--- config.mk ---
export PLATFORM = sky130hd
export DESIGN_NAME = sbl_loader
export DESIGN_NICKNAME = d
export VERILOG_FILES = /design/src/inc/sbl_pkg.sv /design/src/hw/sbl_loader.sv
export SDC_FILE = /design/constraint.sdc
export NUM_CORES = 2
export LEC_CHECK = 0
export BUFFER_PORTS_ARGS = -buffer_cell sky130_fd_sc_hd__buf_2
export CAP_MARGIN = 30
export CELL_PAD_IN_SITES_DETAIL_PLACEMENT = 1
export CELL_PAD_IN_SITES_GLOBAL_PLACEMENT = 2
export CORE_ASPECT_RATIO = 0.75
export CORE_MARGIN = 2
export CORE_UTILIZATION = 48
export DETAILED_ROUTE_END_ITERATION = 10
export GPL_ROUTABILITY_DRIVEN = 0
export PLACE_DENSITY = 0.81
export SYNTH_ARGS = -nofsm -noshare
export SYNTH_HDL_FRONTEND = slang
export SYNTH_SLANG_ARGS = --single-unit
--- constraint.sdc ---
create_clock -name clock_in -period 5.6 [get_ports clock_in]
set_input_delay 0.28 -clock clock_in [delete_from_list [all_inputs] [get_ports clock_in]]
set_output_delay 0.28 -clock clock_in [all_outputs]
set_load 0.02 [all_outputs]
--- src/inc/sbl_pkg.sv ---
// sbl_pkg: shared constants and carrier types of the serial boot loader.
// assumes a 250 MHz system clock and external UART controllers that take a divisor.
package sbl_pkg;
	// system clock and link timing
	localparam int unsigned CLK_HZ        = 250_000_000;                // system clock rate
	localparam int unsigned LINK_BAUD     = 19_200;                     // loader link speed
	localparam int unsigned OVERSAMPLE    = 16;                         // uart sampling ratio
	localparam int unsigned XTAL_A_HZ_X1K = 32_768;                     // 32.768 kHz crystal, in Hz
	localparam int unsigned XTAL_B_HZ_X1K = 38_400;                     // 38.4 kHz crystal, in Hz
	// divisor for the 32.768 kHz reference, and scaled for the faster crystal
	localparam logic [15:0] BAUD_DIV_A = 16'(CLK_HZ / (OVERSAMPLE * LINK_BAUD));
	localparam logic [15:0] BAUD_DIV_B = 16'((CLK_HZ / (OVERSAMPLE * LINK_BAUD)) * XTAL_A_HZ_X1K / XTAL_B_HZ_X1K);
	// character framing: no parity, eight data bits, one stop bit
	localparam logic        FRAME_PARITY = 1'h0;
	localparam logic [3:0]  FRAME_DATA   = 4'h8;
	localparam logic [1:0]  FRAME_STOP   = 2'h1;
	// characters
	localparam logic [7:0]  CHAR_ACK   = 8'h40;                         // link acknowledge
	localparam logic [7:0]  CHAR_CR    = 8'h0D;                         // record terminator
	localparam logic [7:0]  CHAR_0     = 8'h30;
	localparam logic [7:0]  CHAR_9     = 8'h39;
	localparam logic [7:0]  CHAR_A     = 8'h41;
	localparam logic [7:0]  CHAR_F     = 8'h46;
	localparam logic [7:0]  CHAR_ALPHA = 8'h37;                         // 'A' minus ten
	// record field layout, in hex digits
	localparam logic [9:0]  ADDR_DIGITS  = 10'h008;
	localparam logic [9:0]  HEAD_DIGITS  = 10'h00A;
	// instruction buffer
	localparam logic [31:0] IBUF_BASE  = 32'h00FF_FFC0;
	localparam int unsigned IBUF_BYTES = 32;
	localparam logic [15:0] NOP_OPCODE = 16'h4E71;                      // host pads the buffer
	// internally supplied reset vectors (stack pointer, program counter)
	localparam logic [31:0] VEC_SP = 32'h0000_1000;
	localparam logic [31:0] VEC_PC = 32'h00FF_FE00;
	// staging buffer
	localparam int unsigned STAGE_DEPTH = 32;
	// operating modes, lowest priority first; decode checks them in reverse order
	typedef enum logic [1:0] {SBL_MODE_NORMAL, SBL_MODE_EMUL, SBL_MODE_LOADER} sbl_mode_t;
	// one byte store toward memory or a register
	typedef struct packed {
		logic [31:0] addr;
		logic [7:0]  data;
	} sbl_wr_t;
	// uart controller settings
	typedef struct packed {
		logic [15:0] baud_div;
		logic        parity_en;
		logic [3:0]  data_bits;
		logic [1:0]  stop_bits;
	} sbl_uart_cfg_t;
endpackage : sbl_pkg

--- src/hw/sbl_loader.sv ---
// sbl_loader: boot-time serial loader with its staging fifo.
// assumes two uart controllers with byte handshakes, a cpu vector fetch port and a byte write port.
// Functional notes
// both uarts at 19200, 8N1; host likewise
// first character picks crystal, adjusts divisor
// first port with data becomes loader port
// first character discarded, never stored
// host holds break pin low through reset
// loader mode beats emulation and normal
// supply internal reset vectors, then run loader
// accept uppercase records ended by carriage return
// records accepted only through the uart
// store count data bytes from address field
// registers written exactly like memory
// zero-count record starts execution at address
// execution in ram hands over control
// 32-byte instruction buffer at 0xFFFFC0
// buffer run executes then returns to loader
// send acknowledge, then echo first character
// echo every received character
// hex after non-hex starts new record
// hex fields, address, count, data, msd first
`timescale 1ns/1ns
`default_nettype none

// fifo between the record parser and the write port
module sbl_fifo #(
	parameter int unsigned WIDTH = 40,
	parameter int unsigned DEPTH = 32
) (
	// clock and reset
	input  wire logic             clock_in,
	input  wire logic             reset_n_in,
	// fill side
	input  wire logic             in_valid_in,
	output logic                  in_ready_out,
	input  wire logic [WIDTH-1:0] in_data_in,
	// drain side
	output logic                  out_valid_out,
	input  wire logic             out_ready_in,
	output logic      [WIDTH-1:0] out_data_out
);
	localparam int unsigned AW = $clog2(DEPTH);
	logic [WIDTH-1:0] mem [DEPTH];  // storage
	logic [AW-1:0]    wr_ptr;       // next slot to fill
	logic [AW-1:0]    rd_ptr;       // oldest slot
	logic [AW:0]      used;         // occupancy
	logic             push;
	logic             pop;

	assign in_ready_out  = (used != (AW+1)'(DEPTH));
	assign out_valid_out = (used != '0);
	assign out_data_out  = mem[rd_ptr];
	assign push          = in_valid_in & in_ready_out;
	assign pop           = out_valid_out & out_ready_in;

	// storage write, no reset needed on data
	always_ff @(posedge clock_in) begin
		if (push) begin
			mem[wr_ptr] <= in_data_in;
		end
	end

	// pointers and count
	always_ff @(posedge clock_in) begin
		if (!reset_n_in) begin
			wr_ptr <= '0;
			rd_ptr <= '0;
			used   <= '0;
		end else begin
			if (push) begin
				wr_ptr <= AW'(wr_ptr + 1'b1);
			end
			if (pop) begin
				rd_ptr <= AW'(rd_ptr + 1'b1);
			end
			used <= (AW+1)'(used + push - pop);
		end
	end
endmodule : sbl_fifo

module sbl_loader
	import sbl_pkg::*;
(
	// clock and reset
	input  wire logic          clock_in,
	input  wire logic          reset_n_in,
	// mode selection
	input  wire logic          break_select_pin_in,  // low through reset selects the loader
	input  wire logic          emul_request_in,      // emulation condition present
	output sbl_mode_t          mode_out,
	// cpu reset vector fetch
	input  wire logic [1:0]    vec_word_in,          // 0 sp hi, 1 sp lo, 2 pc hi, 3 pc lo
	output logic      [15:0]   vec_data_out,
	// uart settings and port choice
	output sbl_uart_cfg_t      uart1_cfg_out,
	output sbl_uart_cfg_t      uart2_cfg_out,
	output logic               port_locked_out,
	output logic               port_sel_out,         // 0 uart 1, 1 uart 2
	// uart receive
	input  wire logic          rx1_valid_in,
	input  wire logic [7:0]    rx1_data_in,
	output logic               rx1_ready_out,
	input  wire logic          rx2_valid_in,
	input  wire logic [7:0]    rx2_data_in,
	output logic               rx2_ready_out,
	// uart transmit, to the selected port
	output logic               tx1_valid_out,
	output logic               tx2_valid_out,
	input  wire logic          tx1_ready_in,
	input  wire logic          tx2_ready_in,
	output logic      [7:0]    tx_data_out,
	// byte write port toward memory and registers
	output logic               wr_valid_out,
	input  wire logic          wr_ready_in,
	output sbl_wr_t            wr_out,
	// instruction buffer fetch and run
	input  wire logic [4:0]    ibuf_addr_in,
	output logic      [7:0]    ibuf_data_out,
	output logic               ibuf_run_out,         // pulse: run buffer
	input  wire logic          ibuf_done_in,         // pulse: back to loader
	// hand-over to a downloaded program
	output logic               jump_out,             // pulse
	output logic      [31:0]   jump_addr_out
);
	typedef enum logic [2:0] {SBL_ST_FIRST, SBL_ST_ACK, SBL_ST_ECHO1, SBL_ST_RECV, SBL_ST_ECHO,
		SBL_ST_DRAIN, SBL_ST_RUN, SBL_ST_DONE} sbl_state_t;

	// hex digit test: uppercase only, lowercase counts as text
	function automatic logic sbl_is_hex(input logic [7:0] c);
		return ((c >= CHAR_0) && (c <= CHAR_9)) || ((c >= CHAR_A) && (c <= CHAR_F));
	endfunction : sbl_is_hex

	// hex digit value
	function automatic logic [3:0] sbl_nib(input logic [7:0] c);
		return (c <= CHAR_9) ? 4'(c - CHAR_0) : 4'(c - CHAR_ALPHA);
	endfunction : sbl_nib

	sbl_state_t  state;         // loader sequence
	logic        loader_mode;   // strap caught at reset
	logic        xtal_fast;     // 38.4 kHz reference detected
	logic [7:0]  first_char;    // kept only for the echo
	logic [7:0]  echo_char;     // character awaiting echo
	logic [31:0] rec_addr;      // address field
	logic [7:0]  rec_count;     // count field
	logic [7:0]  hi_nib;        // upper half of a data byte
	logic [9:0]  ndig;          // digits in this record
	logic        prev_hex;      // last character was a digit
	logic        exec_pend;     // execution record waiting for drain
	logic [7:0]  ibuf [IBUF_BYTES];
	logic        rx_valid;
	logic [7:0]  rx_data;
	logic        rx_take;
	logic        is_hex;
	logic [3:0]  nib;
	logic [9:0]  next_ndig;
	logic [7:0]  byte_idx;
	logic        push;
	sbl_wr_t     push_wr;
	logic        stage_ready;
	logic        stage_valid;
	sbl_wr_t     stage_wr;
	logic        to_ibuf;
	logic        tx_ready;
	logic        tx_valid;

	// mode strap sampled while reset is held; loader wins every tie
	always_ff @(posedge clock_in) begin
		if (!reset_n_in) begin
			loader_mode <= ~break_select_pin_in;
		end
	end
	always_comb begin
		if (loader_mode) begin
			mode_out = SBL_MODE_LOADER;
		end else if (emul_request_in) begin
			mode_out = SBL_MODE_EMUL;
		end else begin
			mode_out = SBL_MODE_NORMAL;
		end
	end

	// reset vectors from constants so no memory is needed to boot
	always_ff @(posedge clock_in) begin
		if (!reset_n_in) begin
			vec_data_out <= 16'h0000;
		end else begin
			case (vec_word_in)
				2'h0: vec_data_out <= VEC_SP[31:16];
				2'h1: vec_data_out <= VEC_SP[15:0];
				2'h2: vec_data_out <= VEC_PC[31:16];
				default: vec_data_out <= VEC_PC[15:0];
			endcase
		end
	end

	// both controllers carry the same framing; divisor follows the crystal
	always_comb begin
		uart1_cfg_out.baud_div  = xtal_fast ? BAUD_DIV_B : BAUD_DIV_A;
		uart1_cfg_out.parity_en = FRAME_PARITY;
		uart1_cfg_out.data_bits = FRAME_DATA;
		uart1_cfg_out.stop_bits = FRAME_STOP;
		uart2_cfg_out           = uart1_cfg_out;
	end

	// receive side: before lock either port, afterwards only the chosen one
	assign rx_valid = port_locked_out ? (port_sel_out ? rx2_valid_in : rx1_valid_in)
	                                  : (rx1_valid_in | rx2_valid_in);
	assign rx_data  = (port_locked_out ? port_sel_out : ~rx1_valid_in) ? rx2_data_in : rx1_data_in;
	// a character is taken only when its echo and any byte store have room
	assign rx_take  = rx_valid & ((state == SBL_ST_FIRST) | ((state == SBL_ST_RECV) & stage_ready));
	assign rx1_ready_out = rx_take & (port_locked_out ? ~port_sel_out : rx1_valid_in);
	assign rx2_ready_out = rx_take & (port_locked_out ? port_sel_out : ~rx1_valid_in);

	// transmit side
	assign tx_ready      = port_sel_out ? tx2_ready_in : tx1_ready_in;
	assign tx_valid      = (state == SBL_ST_ACK) | (state == SBL_ST_ECHO1) | (state == SBL_ST_ECHO);
	assign tx1_valid_out = tx_valid & ~port_sel_out;
	assign tx2_valid_out = tx_valid & port_sel_out;
	always_comb begin
		case (state)
			SBL_ST_ACK:   tx_data_out = CHAR_ACK;
			SBL_ST_ECHO1: tx_data_out = first_char;
			default:      tx_data_out = echo_char;
		endcase
	end

	// port and crystal decided once, by the first character
	always_ff @(posedge clock_in) begin
		if (!reset_n_in) begin
			port_locked_out <= 1'b0;
			port_sel_out    <= 1'b0;
			xtal_fast       <= 1'b0;
			first_char      <= 8'h00;
		end else if (rx_take && (state == SBL_ST_FIRST)) begin
			port_locked_out <= 1'b1;
			port_sel_out    <= ~rx1_valid_in;  // uart 1 wins a tie
			xtal_fast       <= rx_data[7];     // fast crystal garbles the top bit
			first_char      <= rx_data;        // echoed only, never parsed
		end
	end

	// record parser, combinational part
	assign is_hex   = sbl_is_hex(rx_data);
	assign nib      = sbl_nib(rx_data);
	assign next_ndig = prev_hex ? 10'(ndig + 1'b1) : 10'h001;
	assign byte_idx = 8'((next_ndig - HEAD_DIGITS - 1'b1) >> 1);
	assign push     = rx_take && (state == SBL_ST_RECV) && is_hex && (next_ndig > HEAD_DIGITS)
	                  && !next_ndig[0] && (byte_idx < rec_count);
	assign push_wr.addr = 32'(rec_addr + byte_idx);
	assign push_wr.data = {hi_nib[3:0], nib};

	// record parser fields, most significant digit first
	always_ff @(posedge clock_in) begin
		if (!reset_n_in) begin
			rec_addr  <= 32'h0000_0000;
			rec_count <= 8'h00;
			hi_nib    <= 8'h00;
			ndig      <= 10'h000;
			prev_hex  <= 1'b0;
		end else if (rx_take && (state == SBL_ST_RECV)) begin
			prev_hex <= is_hex;
			if (is_hex) begin
				ndig <= next_ndig;
				if (next_ndig <= ADDR_DIGITS) begin
					rec_addr <= prev_hex ? {rec_addr[27:0], nib} : {28'h0, nib};
				end else if (next_ndig <= HEAD_DIGITS) begin
					rec_count <= {rec_count[3:0], nib};
				end else begin
					hi_nib <= {4'h0, nib};
				end
			end
		end
	end

	// sequence; execution waits until every staged byte has landed
	always_ff @(posedge clock_in) begin
		if (!reset_n_in) begin
			state     <= SBL_ST_FIRST;
			echo_char <= 8'h00;
			exec_pend <= 1'b0;
		end else begin
			case (state)
				SBL_ST_FIRST: begin
					if (rx_take) begin
						state <= SBL_ST_ACK;
					end
				end
				SBL_ST_ACK: begin
					if (tx_ready) begin
						state <= SBL_ST_ECHO1;
					end
				end
				SBL_ST_ECHO1: begin
					if (tx_ready) begin
						state <= SBL_ST_RECV;
					end
				end
				SBL_ST_RECV: begin
					if (rx_take) begin
						echo_char <= rx_data;
						state     <= SBL_ST_ECHO;
						// zero count, no data, then carriage return
						exec_pend <= (rx_data == CHAR_CR) && prev_hex && (ndig == HEAD_DIGITS)
						             && (rec_count == 8'h00);
					end
				end
				SBL_ST_ECHO: begin
					if (tx_ready) begin
						state <= exec_pend ? SBL_ST_DRAIN : SBL_ST_RECV;
					end
				end
				SBL_ST_DRAIN: begin
					exec_pend <= 1'b0;
					if (!stage_valid) begin
						state <= (rec_addr == IBUF_BASE) ? SBL_ST_RUN : SBL_ST_DONE;
					end
				end
				SBL_ST_RUN: begin
					if (ibuf_done_in) begin
						state <= SBL_ST_RECV;
					end
				end
				default: begin
					state <= SBL_ST_DONE;  // control has left the loader
				end
			endcase
		end
	end

	// one-cycle start pulses, data from flops
	always_ff @(posedge clock_in) begin
		if (!reset_n_in) begin
			ibuf_run_out  <= 1'b0;
			jump_out      <= 1'b0;
			jump_addr_out <= 32'h0000_0000;
		end else begin
			ibuf_run_out <= (state == SBL_ST_DRAIN) && !stage_valid && (rec_addr == IBUF_BASE);
			jump_out     <= (state == SBL_ST_DRAIN) && !stage_valid && (rec_addr != IBUF_BASE);
			if ((state == SBL_ST_DRAIN) && !stage_valid) begin
				jump_addr_out <= rec_addr;
			end
		end
	end

	// staging fifo between parser and write port; a full fifo stalls receive
	sbl_fifo #(
		.WIDTH ($bits(sbl_wr_t)),
		.DEPTH (STAGE_DEPTH)
	) u_stage (
		.clock_in      (clock_in),
		.reset_n_in    (reset_n_in),
		.in_valid_in   (push),
		.in_ready_out  (stage_ready),
		.in_data_in    (push_wr),
		.out_valid_out (stage_valid),
		.out_ready_in  (to_ibuf | wr_ready_in),
		.out_data_out  (stage_wr)
	);

	// buffer range is local; everything else, registers included, goes out
	assign to_ibuf      = (stage_wr.addr[31:5] == IBUF_BASE[31:5]);
	assign wr_valid_out = stage_valid & ~to_ibuf;
	assign wr_out       = stage_wr;

	// instruction buffer storage and cpu fetch
	always_ff @(posedge clock_in) begin
		if (stage_valid && to_ibuf) begin
			ibuf[stage_wr.addr[4:0]] <= stage_wr.data;
		end
	end
	always_ff @(posedge clock_in) begin
		if (!reset_n_in) begin
			ibuf_data_out <= 8'h00;
		end else begin
			ibuf_data_out <= ibuf[ibuf_addr_in];
		end
	end
endmodule : sbl_loader
`default_nettype wire

==> reports/metrics.cfg <==
[worst_setup_path]
criticalPathCategory = reg2reg
worstPathRequired_ns = 6.26
worst_setup_path_end_kind = flip-flop
arrival_ns = 6.00
critPathMaxFanout = 41
startpoint_type = flip-flop

[power_and_ir_drop]
p_switching_uw = 6690
vdd_drop_max_mv = 0.293
p_leak_uw = 0.0252
comb_power_share = 0.098
p_clk_frac = 0.397
power.internal_uw = 21000
seqPwrFrac = 0.504
total_power_uw = 27700
powerDensity_mw_per_mm2 = 360
switching_share = 0.242

[global_routing]
antenna_found_initial = 12
grt_pass1_wl_um = 273000
grt_max_degree = 87
grt-ovfl-total = 0
grtUsageTotal = 0.267
grt_use_met1 = 0.393
top_usage_layer = met2
first_global_vias = 37800
grtUsageMet3 = 0.0721
gr-usage-met2 = 0.397

[synth]
synth_ff_type = edfxtp_1
synthTopCellsByArea = edfxtp_1 69%, mux4_2 11%, dfxtp_1 4.3%
ys_seq_area_frac = 0.731
yosys_warnings = 0
synth_edf_count = 1537
syn_avg_cell_area_um2 = 18.4
yosysTopAreaCell = edfxtp_1
synthCells = 3651
yosys.cell_types.count = 78
syn_area_mm2 = 0.0670
synthArstFlopShare = 0
synth_top_area_share = 0.689
ys_seq_elements = 1680

[final_layout]
fill_cells = 12400
nets = 4064
drive_gt1_frac = 0.256
area_growth_pct = 14.8

[routing]
ant_nets = 0
vias = 37000
wl_per_cell_um = 31.9
drc = 0
drt_iter0_markers = 4896
routed_wirelength_um = 191000
dr.pass1.iters = 6
avgViaCountPerCell = 6.18

[sta]
finalHoldViolCount = 0
hold_slack_ns = 0.0489
fmaxAchievable_mhz = 187
tns_ns = 0
finalCritPeriodShare = 0.954
slew_headroom = 0.279
setup_ws_ns = 0.259
slew_viol_final = 0
rsz0062_at_grt = no
period_minus_slack_ns = 5.34
setup_viol = 0
fin_skew_ns = 0.0478
tightest_slew_ns = 1.08

[hold_path]
min_from = rx2_data_in[0]
min_path_type = in2reg

[cts]
clock_latency_ns = 0.82
htreeDepth = 4
post_cts_buffers = 0
clkTransAtPathRegs_ns = 0.06
cts_buffers = 162
clock_path_buffers = 3
cts_tree = built
cts.sink_count = 1680
cts_root_buf = clkbuf_16

[placement]
hpwl_um = 115000
portBuffers = 154
dp_slack_ns = 0.312

[floorplan]
num_rows = 118
die_area_mm2 = 0.143
ios = 194
start_util = 0.485
core-area_mm2 = 0.138
die_w_um = 436
die_h_um = 328

[run_status]
status = completed

[job]
max-cap-violations = 0

## metrics by stage
stage | cell area, um2 | instances | util
5_1_grt | 76900 | 5983 | 0.556
6_report | 77000 | 5988 | 0.556
4_1_cts | 76800 | 5979 | 0.555
2_1_floorplan | 67200 | 3688 | -
3_3_place_gp | 71200 | 5662 | 0.515
3_5_place_dp | 71400 | 5669 | 0.516
## layout make-up
class | count | area (um2) | share of cell area
tap | 1860 | 2330 | 0.0302
timing repair buffer | 391 | 3190 | 0.0415
antenna | 5 | 12.5 | 0.000163
multi-input combinational | 1706 | 16900 | 0.220
clock buffer | 200 | 4330 | 0.0563
sequential | 1680 | 49000 | 0.637
inverter | 51 | 194 | 0.00252
clock inverter | 95 | 963 | 0.0125
## routing by layer
metal	share of wire	wire, um
met1	0.42	79900
met2	0.45	86900
met3	0.11	20300
met4	0.020	3870
met5	0.00011	21
## cells in the final DEF (no fill, tap or decap), types with 39 or more instances in the layout
| cell | instances |
|---|---|
| a21oi_1 | 102 |
| mux2i_1 | 207 |
| nand3_1 | 52 |
| o22ai_1 | 39 |
| inv_1 | 49 |
| edfxtp_1 | 1537 |
| mux4_2 | 336 |
| conb_1 | 39 |
| a22oi_1 | 75 |
| buf_2 | 153 |
| buf_4 | 177 |
| dfxtp_1 | 139 |
| nand2_1 | 209 |
| nor2_1 | 207 |
| clkbuf_16 | 164 |
## synthesized netlist by cell type (15+ instances only)
| master | instances |
|---|---|
| a211oi_1 | 18 |
| a21oi_1 | 103 |
| a22o_1 | 20 |
| a22oi_1 | 75 |
| and2_1 | 15 |
| buf_1 | 29 |
| buf_2 | 30 |
| buf_4 | 77 |
| buf_6 | 26 |
| clkbuf_1 | 79 |
| dfxtp_1 | 143 |
| edfxtp_1 | 1537 |
| ha_1 | 37 |
| inv_1 | 49 |
| mux2i_1 | 207 |
| mux4_2 | 336 |
| nand2_1 | 209 |
| nand3_1 | 52 |
| nand4_1 | 20 |
| nor2_1 | 240 |
| nor2b_1 | 15 |
| nor3_1 | 21 |
| o21ai_0 | 31 |
| o22ai_1 | 39 |
| xnor2_1 | 31 |
| xor2_1 | 22 |
## timing repair
item / 4_1_cts / 5_1_grt
hold buffers: 15 / 0
endpoints found under the setup margin: 0 / 1
gates resized for setup: 0 / 1
hold endpoints to repair: 27 / 0
## sequential cells by signal, summed over array words and instances (netlist names), named ones only
signal	cells
port_sel_out	1
jump_out	1
xtal_fast	1
rec_count	8
vec_data_out	3
loader_mode	1
ndig	10
echo_char	8
ibuf	256
u_stage.mem	1280
hi_nib	4
port_locked_out	1
u_stage.rd_ptr	5
first_char	7
jump_addr_out	32
ibuf_data_out	8
prev_hex	1
state	3
u_stage.used	6
exec_pend	1
ibuf_run_out	1
u_stage.wr_ptr	5
rec_addr	32
## path summary, 6_finish.rpt
| path | endpoint | slack [ns] | cells past startpoint |
|---|---|---|---|
| max | u_stage.used[4] | 0.26 | 17 |
| min | first_char[0] | 0.05 | 4 |
| max reg2reg | u_stage.used[4] | 0.26 | 17 |
| min reg2reg | jump_addr_out[10] | 0.46 | 2 |
## critical path, cell delays in order, from the launching register on
cell and delay, ns:
dfxtp_4 0.86, nor2b_1 0.82, a22oi_1 0.21, and3_1 0.24
a31oi_1 0.19, o211ai_1 0.34, nand4_1 0.38, o41a_1 0.33
nor2_1 0.14, ha_1 0.34, inv_1 0.04, ha_1 0.20
fa_1 0.44, a21oi_1 0.17, nor2_1 0.05, nor2_1 0.12
xor2_1 0.18, nor2_1 0.05
## power groups by stage
stage,clock network [uW],registers [uW],logic [uW]
3_3_place_gp,0,14200,2640
5_1_grt,11500,14000,2910
3_5_place_dp,0,14200,2700
6_report,11000,14000,2730
4_1_cts,11100,14000,2740
2_1_floorplan,0,14200,1950
## cell families after synthesis
| logic type | synth area share |
|---|---|
| flip-flops | 0.731 |
| AND/OR/NAND/NOR | 0.0454 |
| multiplexers | 0.147 |
| AO/OA/AOI/OAI | 0.0359 |
| buffers and inverters | 0.0264 |
| XOR/XNOR | 0.00692 |
| adder cells (fa/ha/maj) | 0.00750 |
| other | 0.000112 |
Note: power is estimated with default switching activity, not from simulation.
